<file path="src/shared/gdb_pkg.sv">
package gdb_pkg;
  // Bus command codes, compared on the low seven data lines
  localparam logic [6:0] CMD_GTL = 7'h01;
  localparam logic [6:0] CMD_SDC = 7'h04;
  localparam logic [6:0] CMD_GET = 7'h08;
  localparam logic [6:0] CMD_LLO = 7'h11;
  localparam logic [6:0] CMD_DCL = 7'h14;
  localparam logic [6:0] CMD_SPE = 7'h18;
  localparam logic [6:0] CMD_SPD = 7'h19;
  localparam logic [6:0] CMD_UNL = 7'h3F;
  localparam logic [6:0] CMD_UNT = 7'h5F;
  // Address groups in bits 6:5 and the reserved address
  localparam logic [1:0] GRP_LISTEN = 2'h1;
  localparam logic [1:0] GRP_TALK = 2'h2;
  localparam logic [4:0] ADDR_NONE = 5'h1F;
  localparam logic [4:0] ADDR_MAX = 5'h1E;
  localparam logic [4:0] ADDR_RESET = 5'h0E;
  // Register byte offsets
  localparam logic [7:0] OFF_CFG = 8'h00;
  localparam logic [7:0] OFF_STAT = 8'h04;
  localparam logic [7:0] OFF_STB = 8'h08;
  // Field positions
  localparam int CFG_TRIG_BIT = 5;
  localparam int STB_RQS_BIT = 6;
  localparam int ST_REM_BIT = 0;
  localparam int ST_LLO_BIT = 1;
  localparam int ST_TLK_BIT = 2;
  localparam int ST_LSN_BIT = 3;
  localparam int ST_SPE_BIT = 4;
  localparam int ST_SRQ_BIT = 5;
  localparam logic [7:0] STB_RESET = 8'h00;
  // Controller's least interface clear width
  localparam int CLK_PERIOD_NS = 100;
  localparam int T_IFC_MIN_NS = 100000;
  localparam int IFC_MIN_CYC = (T_IFC_MIN_NS + CLK_PERIOD_NS - 1)
    / CLK_PERIOD_NS;

  typedef enum logic {TLK_IDLE, TLK_ACTIVE} gdb_tlk_t;
  typedef enum logic {LSN_IDLE, LSN_ACTIVE} gdb_lsn_t;

  // One-cycle pulses of decoded bus commands
  typedef struct packed {
    logic mla;
    logic mta;
    logic ota;
    logic unl;
    logic unt;
    logic gtl;
    logic sdc;
    logic get;
    logic llo;
    logic dcl;
    logic spe;
    logic spd;
  } gdb_cmd_t;
endpackage : gdb_pkg

</file>
<file path="src/shared/gdb_cmd_if.sv">
`timescale 1ns/1ps
// Decoded command pulses from decoder to core
interface gdb_cmd_if;
  import gdb_pkg::*;
  gdb_cmd_t ev;
  modport dec (output ev);
  modport core (input ev);
endinterface : gdb_cmd_if

</file>
<file path="src/hdl/gdb_bus_core.sv">
`timescale 1ns/1ps
// Overview of operation
// - Primary address is programmable, only 0 to 30 accepted.
// - Primary address is 14 after reset.
// - Remote entered only by own listen address while REN asserted.
// - Talker addressing works in both remote and local state.
// - In remote, panel keys ignored; local key returns to local unless locked out.
// - Interface clear idles talker and listener and their indicators.
// - Interface clear leaves settings and stored data untouched.
// - Lockout disables all keys and the local key.
// - Go-to-local, while listener addressed, returns to local and lifts lockout.
// - Device clear pulses the flush of buffers and pending commands.
// - Device clear leaves settings and stored data untouched.
// - Universal device clear acts whether addressed or not.
// - Selective device clear acts only while listener addressed.
// - Group trigger acts only when bus trigger source is selected.
// - Serial poll returns status byte when talker with serial poll enabled.
// - Talker active on own talk address; idle on untalk, listen, clear.
// - Listener active on own listen address; idle on unlisten, talk.
// - Service request holds until polled or its condition clears.
module gdb_bus_core
  import gdb_pkg::*;
#(
  parameter int NKEYS = 8
)
(
  input wire logic SYS_CLK_IN,
  input wire logic RSTN_IN,
  input wire logic HSEL_IN,
  input wire logic [31:0] HADDR_IN,
  input wire logic [1:0] HTRANS_IN,
  input wire logic HWRITE_IN,
  input wire logic [2:0] HSIZE_IN,
  input wire logic [31:0] HWDATA_IN,
  input wire logic HREADY_IN,
  output logic [31:0] HRDATA_OUT,
  output logic HREADYOUT_OUT,
  output logic HRESP_OUT,
  input wire logic [7:0] CMD_IN,
  input wire logic CMD_VALID_IN,
  input wire logic IFC_IN,
  input wire logic REN_IN,
  input wire logic POLL_REQ_IN,
  input wire logic SRQ_COND_IN,
  input wire logic [NKEYS-1:0] KEYS_IN,
  input wire logic LOCAL_KEY_IN,
  output logic [NKEYS-1:0] KEYS_OUT,
  output logic REMOTE_STATE_INDICATOR_OUT,
  output logic TALK_INDICATOR_OUT,
  output logic LISTENER_ACTIVE_INDICATOR_OUT,
  output logic LOCKOUT_OUT,
  output logic SRQ_OUT,
  output logic [7:0] POLL_BYTE_OUT,
  output logic POLL_VALID_OUT,
  output logic DEV_CLEAR_OUT,
  output logic TRIGGER_OUT
);

  gdb_cmd_if cmd_bus();

  logic wr_pend_reg;
  logic wr_pend_next;
  logic [7:0] wr_off_reg;
  logic [7:0] wr_off_next;
  logic [31:0] hrdata_reg;
  logic [31:0] hrdata_next;
  logic [4:0] addr_reg;
  logic [4:0] addr_next;
  logic trig_bus_reg;
  logic trig_bus_next;
  logic [7:0] stb_reg;
  logic [7:0] stb_next;
  logic acc;

  gdb_tlk_t tlk_reg;
  gdb_tlk_t tlk_next;
  gdb_lsn_t lsn_reg;
  gdb_lsn_t lsn_next;
  logic rem_reg;
  logic rem_next;
  logic llo_reg;
  logic llo_next;
  logic spe_reg;
  logic spe_next;
  logic srq_reg;
  logic srq_next;
  logic cond_d_reg;
  logic cond_d_next;
  logic [NKEYS-1:0] keys_reg;
  logic [NKEYS-1:0] keys_next;
  logic [7:0] poll_byte_reg;
  logic [7:0] poll_byte_next;
  logic poll_valid_reg;
  logic poll_valid_next;
  logic clr_reg;
  logic clr_next;
  logic trg_reg;
  logic trg_next;
  logic poll_hit;

  // Command byte decoder
  gdb_cmd_dec u_dec (
    .clk_in(SYS_CLK_IN),
    .rstn_in(RSTN_IN),
    .cmd_in(CMD_IN),
    .valid_in(CMD_VALID_IN),
    .addr_in(addr_reg),
    .dec(cmd_bus)
  );

  // Register read mux, unmapped offsets read zero
  function automatic logic [31:0] read_word(input logic [7:0] off);
    read_word = '0;
    case (off)
      OFF_CFG:
      begin
        read_word[4:0] = addr_reg;
        read_word[CFG_TRIG_BIT] = trig_bus_reg;
      end
      OFF_STAT:
      begin
        read_word[ST_REM_BIT] = rem_reg;
        read_word[ST_LLO_BIT] = llo_reg;
        read_word[ST_TLK_BIT] = (tlk_reg == TLK_ACTIVE);
        read_word[ST_LSN_BIT] = (lsn_reg == LSN_ACTIVE);
        read_word[ST_SPE_BIT] = spe_reg;
        read_word[ST_SRQ_BIT] = srq_reg;
      end
      OFF_STB: read_word[7:0] = stb_reg;
      default: read_word = '0;
    endcase
  endfunction : read_word

  // Bus slave: address phase capture and data phase write
  always_comb
  begin
    acc = HSEL_IN && HREADY_IN && HTRANS_IN[1];
    wr_pend_next = acc && HWRITE_IN;
    wr_off_next = acc ? HADDR_IN[7:0] : wr_off_reg;
    hrdata_next = hrdata_reg;
    addr_next = addr_reg;
    trig_bus_next = trig_bus_reg;
    stb_next = stb_reg;
    if (acc && !HWRITE_IN)
      hrdata_next = read_word(HADDR_IN[7:0]);
    if (wr_pend_reg)
    begin
      case (wr_off_reg)
        OFF_CFG:
        begin
          if (HWDATA_IN[4:0] <= ADDR_MAX)
            addr_next = HWDATA_IN[4:0];
          trig_bus_next = HWDATA_IN[CFG_TRIG_BIT];
        end
        OFF_STB: stb_next = HWDATA_IN[7:0];
        default: stb_next = stb_reg;
      endcase
    end
  end

  // Bus slave and configuration registers
  always_ff @(posedge SYS_CLK_IN or negedge RSTN_IN)
  begin
    if (!RSTN_IN)
    begin
      wr_pend_reg <= 1'b0;
      wr_off_reg <= '0;
      hrdata_reg <= '0;
      addr_reg <= ADDR_RESET;
      trig_bus_reg <= 1'b0;
      stb_reg <= STB_RESET;
    end
    else
    begin
      wr_pend_reg <= wr_pend_next;
      wr_off_reg <= wr_off_next;
      hrdata_reg <= hrdata_next;
      addr_reg <= addr_next;
      trig_bus_reg <= trig_bus_next;
      stb_reg <= stb_next;
    end
  end

  assign HRDATA_OUT = hrdata_reg;
  assign HREADYOUT_OUT = 1'b1;
  assign HRESP_OUT = 1'b0;

  // Interface function states; clears never touch configuration
  always_comb
  begin
    poll_hit = POLL_REQ_IN && spe_reg && (tlk_reg == TLK_ACTIVE);
    tlk_next = tlk_reg;
    lsn_next = lsn_reg;
    rem_next = rem_reg;
    llo_next = llo_reg;
    spe_next = spe_reg;
    srq_next = srq_reg;
    cond_d_next = SRQ_COND_IN;
    // Listener and talker addressing, independent of remote
    if (cmd_bus.ev.mla)
      lsn_next = LSN_ACTIVE;
    if (cmd_bus.ev.unl || cmd_bus.ev.mta)
      lsn_next = LSN_IDLE;
    if (cmd_bus.ev.mta)
      tlk_next = TLK_ACTIVE;
    if (cmd_bus.ev.unt || cmd_bus.ev.mla || cmd_bus.ev.ota)
      tlk_next = TLK_IDLE;
    if (IFC_IN)
    begin
      tlk_next = TLK_IDLE;
      lsn_next = LSN_IDLE;
      spe_next = 1'b0;
    end
    // Remote and lockout
    if (REN_IN && cmd_bus.ev.mla)
      rem_next = 1'b1;
    if (LOCAL_KEY_IN && rem_reg && !llo_reg)
      rem_next = 1'b0;
    if (cmd_bus.ev.gtl && lsn_reg == LSN_ACTIVE)
    begin
      rem_next = 1'b0;
      llo_next = 1'b0;
    end
    if (cmd_bus.ev.llo)
      llo_next = 1'b1;
    if (!REN_IN)
    begin
      rem_next = 1'b0;
      llo_next = 1'b0;
    end
    // Serial poll mode
    if (cmd_bus.ev.spe)
      spe_next = 1'b1;
    if (cmd_bus.ev.spd)
      spe_next = 1'b0;
    // Service request: a new condition edge beats a clear
    if (!SRQ_COND_IN || poll_hit)
      srq_next = 1'b0;
    if (SRQ_COND_IN && !cond_d_reg)
      srq_next = 1'b1;
  end

  // Interface state registers
  always_ff @(posedge SYS_CLK_IN or negedge RSTN_IN)
  begin
    if (!RSTN_IN)
    begin
      tlk_reg <= TLK_IDLE;
      lsn_reg <= LSN_IDLE;
      rem_reg <= 1'b0;
      llo_reg <= 1'b0;
      spe_reg <= 1'b0;
      srq_reg <= 1'b0;
      cond_d_reg <= 1'b0;
    end
    else
    begin
      tlk_reg <= tlk_next;
      lsn_reg <= lsn_next;
      rem_reg <= rem_next;
      llo_reg <= llo_next;
      spe_reg <= spe_next;
      srq_reg <= srq_next;
      cond_d_reg <= cond_d_next;
    end
  end

  // Key gating, clear and trigger pulses, poll byte
  always_comb
  begin
    keys_next = (rem_reg || llo_reg) ? '0 : KEYS_IN;
    clr_next = cmd_bus.ev.dcl ||
      (cmd_bus.ev.sdc && lsn_reg == LSN_ACTIVE);
    trg_next = cmd_bus.ev.get && trig_bus_reg;
    poll_valid_next = poll_hit;
    poll_byte_next = poll_byte_reg;
    if (poll_hit)
    begin
      poll_byte_next = stb_reg;
      poll_byte_next[STB_RQS_BIT] = srq_reg;
    end
  end

  // Output registers
  always_ff @(posedge SYS_CLK_IN or negedge RSTN_IN)
  begin
    if (!RSTN_IN)
    begin
      keys_reg <= '0;
      clr_reg <= 1'b0;
      trg_reg <= 1'b0;
      poll_valid_reg <= 1'b0;
      poll_byte_reg <= '0;
    end
    else
    begin
      keys_reg <= keys_next;
      clr_reg <= clr_next;
      trg_reg <= trg_next;
      poll_valid_reg <= poll_valid_next;
      poll_byte_reg <= poll_byte_next;
    end
  end

  assign KEYS_OUT = keys_reg;
  assign REMOTE_STATE_INDICATOR_OUT = rem_reg;
  assign TALK_INDICATOR_OUT = (tlk_reg == TLK_ACTIVE);
  assign LISTENER_ACTIVE_INDICATOR_OUT = (lsn_reg == LSN_ACTIVE);
  assign LOCKOUT_OUT = llo_reg;
  assign SRQ_OUT = srq_reg;
  assign POLL_BYTE_OUT = poll_byte_reg;
  assign POLL_VALID_OUT = poll_valid_reg;
  assign DEV_CLEAR_OUT = clr_reg;
  assign TRIGGER_OUT = trg_reg;
endmodule : gdb_bus_core

</file>
<file path="src/hdl/gdb_cmd_dec.sv">
`timescale 1ns/1ps
module gdb_cmd_dec
  import gdb_pkg::*;
(
  input wire logic clk_in,
  input wire logic rstn_in,
  input wire logic [7:0] cmd_in,
  input wire logic valid_in,
  input wire logic [4:0] addr_in,
  gdb_cmd_if.dec dec
);

  gdb_cmd_t hit_reg;
  gdb_cmd_t hit_next;

  // Address group match against a given address
  function automatic logic grp_hit(input logic [7:0] b,
    input logic [1:0] g, input logic [4:0] a);
    grp_hit = (b[6:5] == g) && (b[4:0] == a);
  endfunction : grp_hit

  // Decode one command byte against the live address
  always_comb
  begin
    hit_next = '0;
    if (valid_in)
    begin
      hit_next.mla = grp_hit(cmd_in, GRP_LISTEN, addr_in);
      hit_next.mta = grp_hit(cmd_in, GRP_TALK, addr_in);
      hit_next.ota = (cmd_in[6:5] == GRP_TALK) &&
        (cmd_in[4:0] != addr_in) && (cmd_in[4:0] != ADDR_NONE);
      hit_next.unl = (cmd_in[6:0] == CMD_UNL);
      hit_next.unt = (cmd_in[6:0] == CMD_UNT);
      hit_next.gtl = (cmd_in[6:0] == CMD_GTL);
      hit_next.sdc = (cmd_in[6:0] == CMD_SDC);
      hit_next.get = (cmd_in[6:0] == CMD_GET);
      hit_next.llo = (cmd_in[6:0] == CMD_LLO);
      hit_next.dcl = (cmd_in[6:0] == CMD_DCL);
      hit_next.spe = (cmd_in[6:0] == CMD_SPE);
      hit_next.spd = (cmd_in[6:0] == CMD_SPD);
    end
  end

  // Register the pulses
  always_ff @(posedge clk_in or negedge rstn_in)
  begin
    if (!rstn_in)
      hit_reg <= '0;
    else
      hit_reg <= hit_next;
  end

  assign dec.ev = hit_reg;
endmodule : gdb_cmd_dec

</file>
<file path="config.mk">
export PLATFORM = sky130hd
export DESIGN_NAME = gdb_bus_core
export DESIGN_NICKNAME = d
export VERILOG_FILES = /design/src/shared/gdb_pkg.sv /design/src/shared/gdb_cmd_if.sv /design/src/hdl/gdb_bus_core.sv /design/src/hdl/gdb_cmd_dec.sv
export SDC_FILE = /design/constraint.sdc
export NUM_CORES = 1
export LEC_CHECK = 0
export CORE_MARGIN = 2
export CORE_UTILIZATION = 60
export DETAILED_ROUTE_END_ITERATION = 10
export DONT_BUFFER_PORTS = 1
export PLACE_DENSITY = 0.75
export SYNTH_ARGS = -nofsm -noshare
export SYNTH_HDL_FRONTEND = slang
export SYNTH_SLANG_ARGS = --single-unit
</file>
<file path="constraint.sdc">
create_clock -name SYS_CLK_IN -period 4.4 [get_ports SYS_CLK_IN]
set_clock_uncertainty 0.2 [all_clocks]
set_input_delay 1.32 -clock SYS_CLK_IN [delete_from_list [all_inputs] [get_ports SYS_CLK_IN]]
set_output_delay 1.32 -clock SYS_CLK_IN [all_outputs]
set_load 0.01 [all_outputs]
</file>
### Yosys cells after proc, flatten, opt, wreduce, memory -nomap -nowiden

Index checks and enable logic that the tools add are counted.
W data, S select, Z words.

* order comparisons: 1
* bitwise gates (word level): 0
* eq/ne operators: 19
* reduce and logical (&&, ||, !) cells: 36
* multipliers: 0
* shifts and indexed selects: 0
* divide/modulo/power cells: 0
* multiplexer cells: 22
* add/sub/neg operators: 0

Operator list (number)
* $eq A7 B5 Y1 const B: 4
* $mux W1: 18
* $pmux W6 S3: 1
* $logic_and A1 B1 Y1: 17
* $eq A8 B4 Y1 const B: 2
* $logic_not A8 Y1: 2
* $mux W12: 1
* $reduce_bool A3 Y1: 3
* $eq A8 B3 Y1 const B: 1
* $mux W8: 1
* $eq A7 B1 Y1 const B: 1
* $eq A7 B3 Y1 const B: 1
* $eq A7 B4 Y1 const B: 1
* $eq A7 B6 Y1 const B: 1
* $eq A7 B7 Y1 const B: 1
* $logic_or A1 B1 Y1: 6
* $eq A5 B5 Y1: 1
* $le A5 B5 Y1 const B: 1
* $ne A5 B5 Y1: 1
* $ne A5 B5 Y1 const B: 1
* $logic_not A1 Y1: 4
* $ne A4 B1 Y1 const B: 1
* $reduce_and A2 Y1: 2
* $ne A3 B1 Y1 const B: 1
* other kinds (5): 5

* output and inout bits: 58
* RAM bits: 0
* memory bits (read-only): 0
* memories kept: 0
* bits in registers: 69
* input port bits: 96
* latch bits: 0
* word-level logic and storage cells: 108

### Longest topological paths before layout

* depth in word-level cells: 5
* depth in mapped cells: 5
* depth with buffers taken out: 4

### Cells and area by module

A second synthesis with hierarchy kept.

* cell total of the unflattened synthesis: 241
* area total of the unflattened synthesis: 2969.1 um2

By module, submodules not included
* gdb_bus_core: cells an instance 196, seq. area each 1430.1 um2, times used 1, area an instance 2474.9 um2
* gdb_cmd_dec: cells an instance 45, seq. area each 300.3 um2, times used 1, area an instance 494.2 um2

### Worst setup path before layout

Ideal clock, no wire load.

* path type: input to register
* start: in HADDR_IN[5]
* end: reg hrdata_reg[7] (netlist: HRDATA_OUT[7])
* slack: 1.791 ns
* stages: 4
* data arrival time: 2.335 ns
* cells stage by stage: or4_4 nor4b_2 nand2_1 o21ai_2

* longest elaborated chain between the ends: 2

Ends and longest elaborated chain
* start, declared: line gdb_bus_core.sv:30 `input wire logic [31:0] HADDR_IN,`
* $eq A8 B4 Y1: line gdb_bus_core.sv:114 `case (off)`
* $mux W2: line gdb_bus_core.sv:114
* end signal, assigned: line gdb_bus_core.sv:177 `hrdata_reg <= hrdata_next;`
* end, declared: line gdb_bus_core.sv:65 `logic [31:0] hrdata_reg;`

Every way passes these cells.
A chain may end at the register's enable or synchronous reset.

### Worst setup path after layout

* start: in HTRANS_IN[1]
* end: reg hrdata_reg[1] (netlist: HRDATA_OUT[1])

* longest elaborated chain between the ends: 2

Ends and longest elaborated chain
* start, declared: line gdb_bus_core.sv:31 `input wire logic [1:0] HTRANS_IN,`
* $logic_and A1 B1 Y1: line gdb_bus_core.sv:137 `acc = HSEL_IN && HREADY_IN && HTRANS_IN[1];`
* $logic_and A1 B1 Y1: line gdb_bus_core.sv:144 `if (acc && !HWRITE_IN)`

Every way passes these cells.

==> summary.md <==
| Metric | Value |
|---|---|
| Leak | ~1.5 nW |
| First-pass GRT wire length | slightly above 8 mm |
| Starting density of the core | 62.6% |
| Root Driver | clkbuf_8 |
| Internal power | ~0.0010 W |
| Via Count | 1,730 |
| Power, Total | 0.00134 W |
| Post-cts sizing count | 0 |
| Die footprint | 5540 um2 |
| Drt initial violations | 57 |
| Comb power frac | 5.3% |
| Nets@finish | 343 |
| Post-Syn Area per Cell | 12.4 um2 |
| Commonest non-fill, non-tap cell in the layout | dfrtp_1 |
| Routed WL per cell | 16.4 um |
| Critical path arrival | 2.61 ns |
| FMAX | 0.393 GHz |
| Vias in the first global route | about 1,700 |
| Post-synthesis cell count | 241 |
| Status | finished clean |
| Min cycle time layout | between 2 and 3 ns |
| Post-synth top area share | 55.5% |
| Worst-path clk slew | 0.07 ns |
| WP buf/inv | 0 |
| Clock network power share | 42.7% |
| Min Hold Slack | a little under 0.2 ns |
| Synth-to-Final Area Change | 6.35% |
| Critical path's slowest cell | nand2b_1 |
| Maximum Capacitance Violations | 0 |
| Reg2reg start | wr_off_reg[1] |
| Vias per std cell | ~5.4 |
| Slew Limit Fails | 0 |
| Largest net degree at the start of global routing | 70 |
| Reg-to-Reg End | addr_reg[0] |
| Drt drc | 0 |
| Reg power frac | a little over half |
| CTS tree | done |
| Top cells by area, synth | dfrtp_1 55%, mux2_2 11%, buf_4 6.6% |
| Dpl ws | between 1 and 1.5 ns |
| Commonest cells after routing, fill and taps aside | 66 x dfrtp_1, 28 x mux2_2, 26 x conb_1 |
| Synth cell types | 40 |
| CP startpoint kind | input pin |
| Worst path top cell family by delay | simple AND/OR/NAND/NOR gates |
| Pwr Density | 423 nW/um2 |
| Dpl cells | ~300 |
| Final Cycle Share | 57.8% |
| Dpl hpwl | roughly 3.7 mm |
| Setup WS post-layout | approximately 1.9 ns |
| GR Overflow Total | 0 |
| Net Sw Frac | between 20 and 25% |
| Fin. Hold Viols | 0 |
| Crit path kind | in -> reg |
| Critical Path Stages | 4 |
| Routed Antenna Nets | 0 |
| Max FFs per register | 12 |
| Seq cells post-synth | 69 |
| TritonCTS Buffers | 9 |
| Sequential share of the synthesized area | 58.1% |
| Port Buf Inserts | 0 |
| Initial antenna violation count | 0 |
| CP endpoint | HRDATA_OUT[1] |
| Setup crit start | HTRANS_IN[1] |
| Die width | 74.4 um |
| Post-CTS setup buffers | 0 |
| VDD IR max | 0.221 mV |
| Worst slew pin tran | 0.521 ns |
| Longest Clk Path Bufs | 2 |
| Layout cells sized above 1 | 22.6% |
| Total Routed Length | 5.24 mm |
| Clock sink count | 69 |
| Number of diodes | 0 |
| R2R setup slack | ~2.4 ns |
| Core area | 4750 um2 |
| Clock latency on the worst-skew pair | around 0.34 ns |
| Syn Std Cell Area | 2980 um2 |
| CP max stage delay | ~0.47 ns |
| Yosys top cell by area | dfrtp_1 |
| Final non-filler cell total | 319 |
| R2r worst-path depth | 4 |
| YS warnings | 0 |
| Drt pass-1 iters | 4 |
| RSZ-0062 raised after global routing | false |
| Count of final setup violators | 0 |
| NetSw | 0.000297 W |
| Cts hold-fix bufs | 0 |
| Tot GR Track Use | 20.6% |
| Routability cong. | just under 0.8 |
| Crit Path Max Fanout | 11 |
| Row cnt | 25 |
| Slew margin rel. | 65.2% |
| # IOs | between 150 and 200 |
| Setup TNS | 0 ns |
| # H-tree levels | 3 |
| Crit end category | flop |
| Hold WC Path Type | reg -> reg |
| Worst-path cell chain | nand3_1, nand2b_1, nand2b_2, o21ai_1 |
| Worst EP required | 4.47 ns |
| Die Span Y | 74.4 um |
==> cell usage after synthesis <==
master / instances
or4b_2: 1
o2111a_1: 1
mux2i_1: 6
o22a_1: 2
a21boi_0: 1
buf_4: 26
nand2b_1: 2
nand4_1: 1
nand2b_2: 1
a31oi_4: 1
inv_1: 4
conb_1: 2
dfrtp_1: 66
and2_1: 9
dfstp_2: 3
a21oi_1: 8
nand2_1: 14
or3_1: 1
nor4_1: 2
nand3b_2: 1
nor2b_1: 2
nor4_2: 1
buf_2: 2
nand3b_1: 4
mux2_2: 28
xnor2_1: 2
clkbuf_1: 1
nor3_1: 2
nor2_1: 22
xor2_1: 3
and3b_1: 1
o21ai_2: 1
a2111oi_4: 1
o21ai_1: 7
nand3_1: 5
a21o_1: 1
o21a_1: 1
or4_4: 1
nor4b_2: 2
and3_1: 2
==> per-layer routing <==
metal,up-vias,GRT usage [%],part of all wire (%),routed length (um)
met5,-,0,0,0
met4,0,13.3,2.5,129
met3,12,9.08,10,524
met2,73,30.4,47,2450
met1,858,24.6,41,2140
li1,787,-,-,-
==> power groups by stage <==
stage                     Clock [W]  Sequential (W)  Combinational (W)
after floorplan                   0        0.000701          0.0000834
after detailed placement          0        0.000708          0.0000699
after global routing       0.000605        0.000700          0.0000786
after CTS                  0.000580        0.000696          0.0000705
final                      0.000571        0.000696          0.0000703
after global placement            0        0.000707          0.0000678
==> area by class of cell <==
type                            count  area (um2)
Sequential cell                    69        1730
Inverter                            4        15.0
Tap cell                           67        83.8
Clock buffer                       10         138
Multi-Input combinational cell    163        1110
Fill cell                         368        1590
Clock inverter                      6        86.3
==> worst register-to-register path, stage by stage, from the launching register on <==
cell and delay (ns):
dfrtp_1 0.40, nor4b_2 0.38, nand3b_2 0.22, a31oi_4 0.28, mux2_2 0.37
==> logic make-up (layout without fill, tap and decap cells) <==
| group | count (synthesis) | after routing | synth area share, % |
|---|---|---|---|
| compound gates | 24 | 24 | 6.18 |
| xor+xnor | 5 | 5 | 1.47 |
| other cells | 2 | 26 | 0.252 |
| mux | 34 | 34 | 12.6 |
| flops | 69 | 69 | 58.1 |
| buf+inv | 33 | 20 | 7.52 |
| simple gates | 74 | 74 | 13.8 |
==> worst min-delay path by stage <==
stage                    start       to  depth (start not counted)
3_5_place_dp   u_dec.dec.ev[0]  spe_reg                          1
6_report       u_dec.dec.ev[0]  spe_reg                          1
3_3_place_gp   u_dec.dec.ev[0]  spe_reg                          1
5_1_grt        u_dec.dec.ev[0]  spe_reg                          1
2_1_floorplan  u_dec.dec.ev[0]  spe_reg                          1
4_1_cts        u_dec.dec.ev[0]  spe_reg                          1
==> through the flow <==
step / util (%) / instance area, um2
global route: 66.6 / 3170
global placement: 61.9 / 2940
finish: 66.6 / 3170
detailed placement: 61.9 / 2940
CTS: 66.6 / 3170
floorplan: - / 3070
Power figures use the tool's default switching activity.
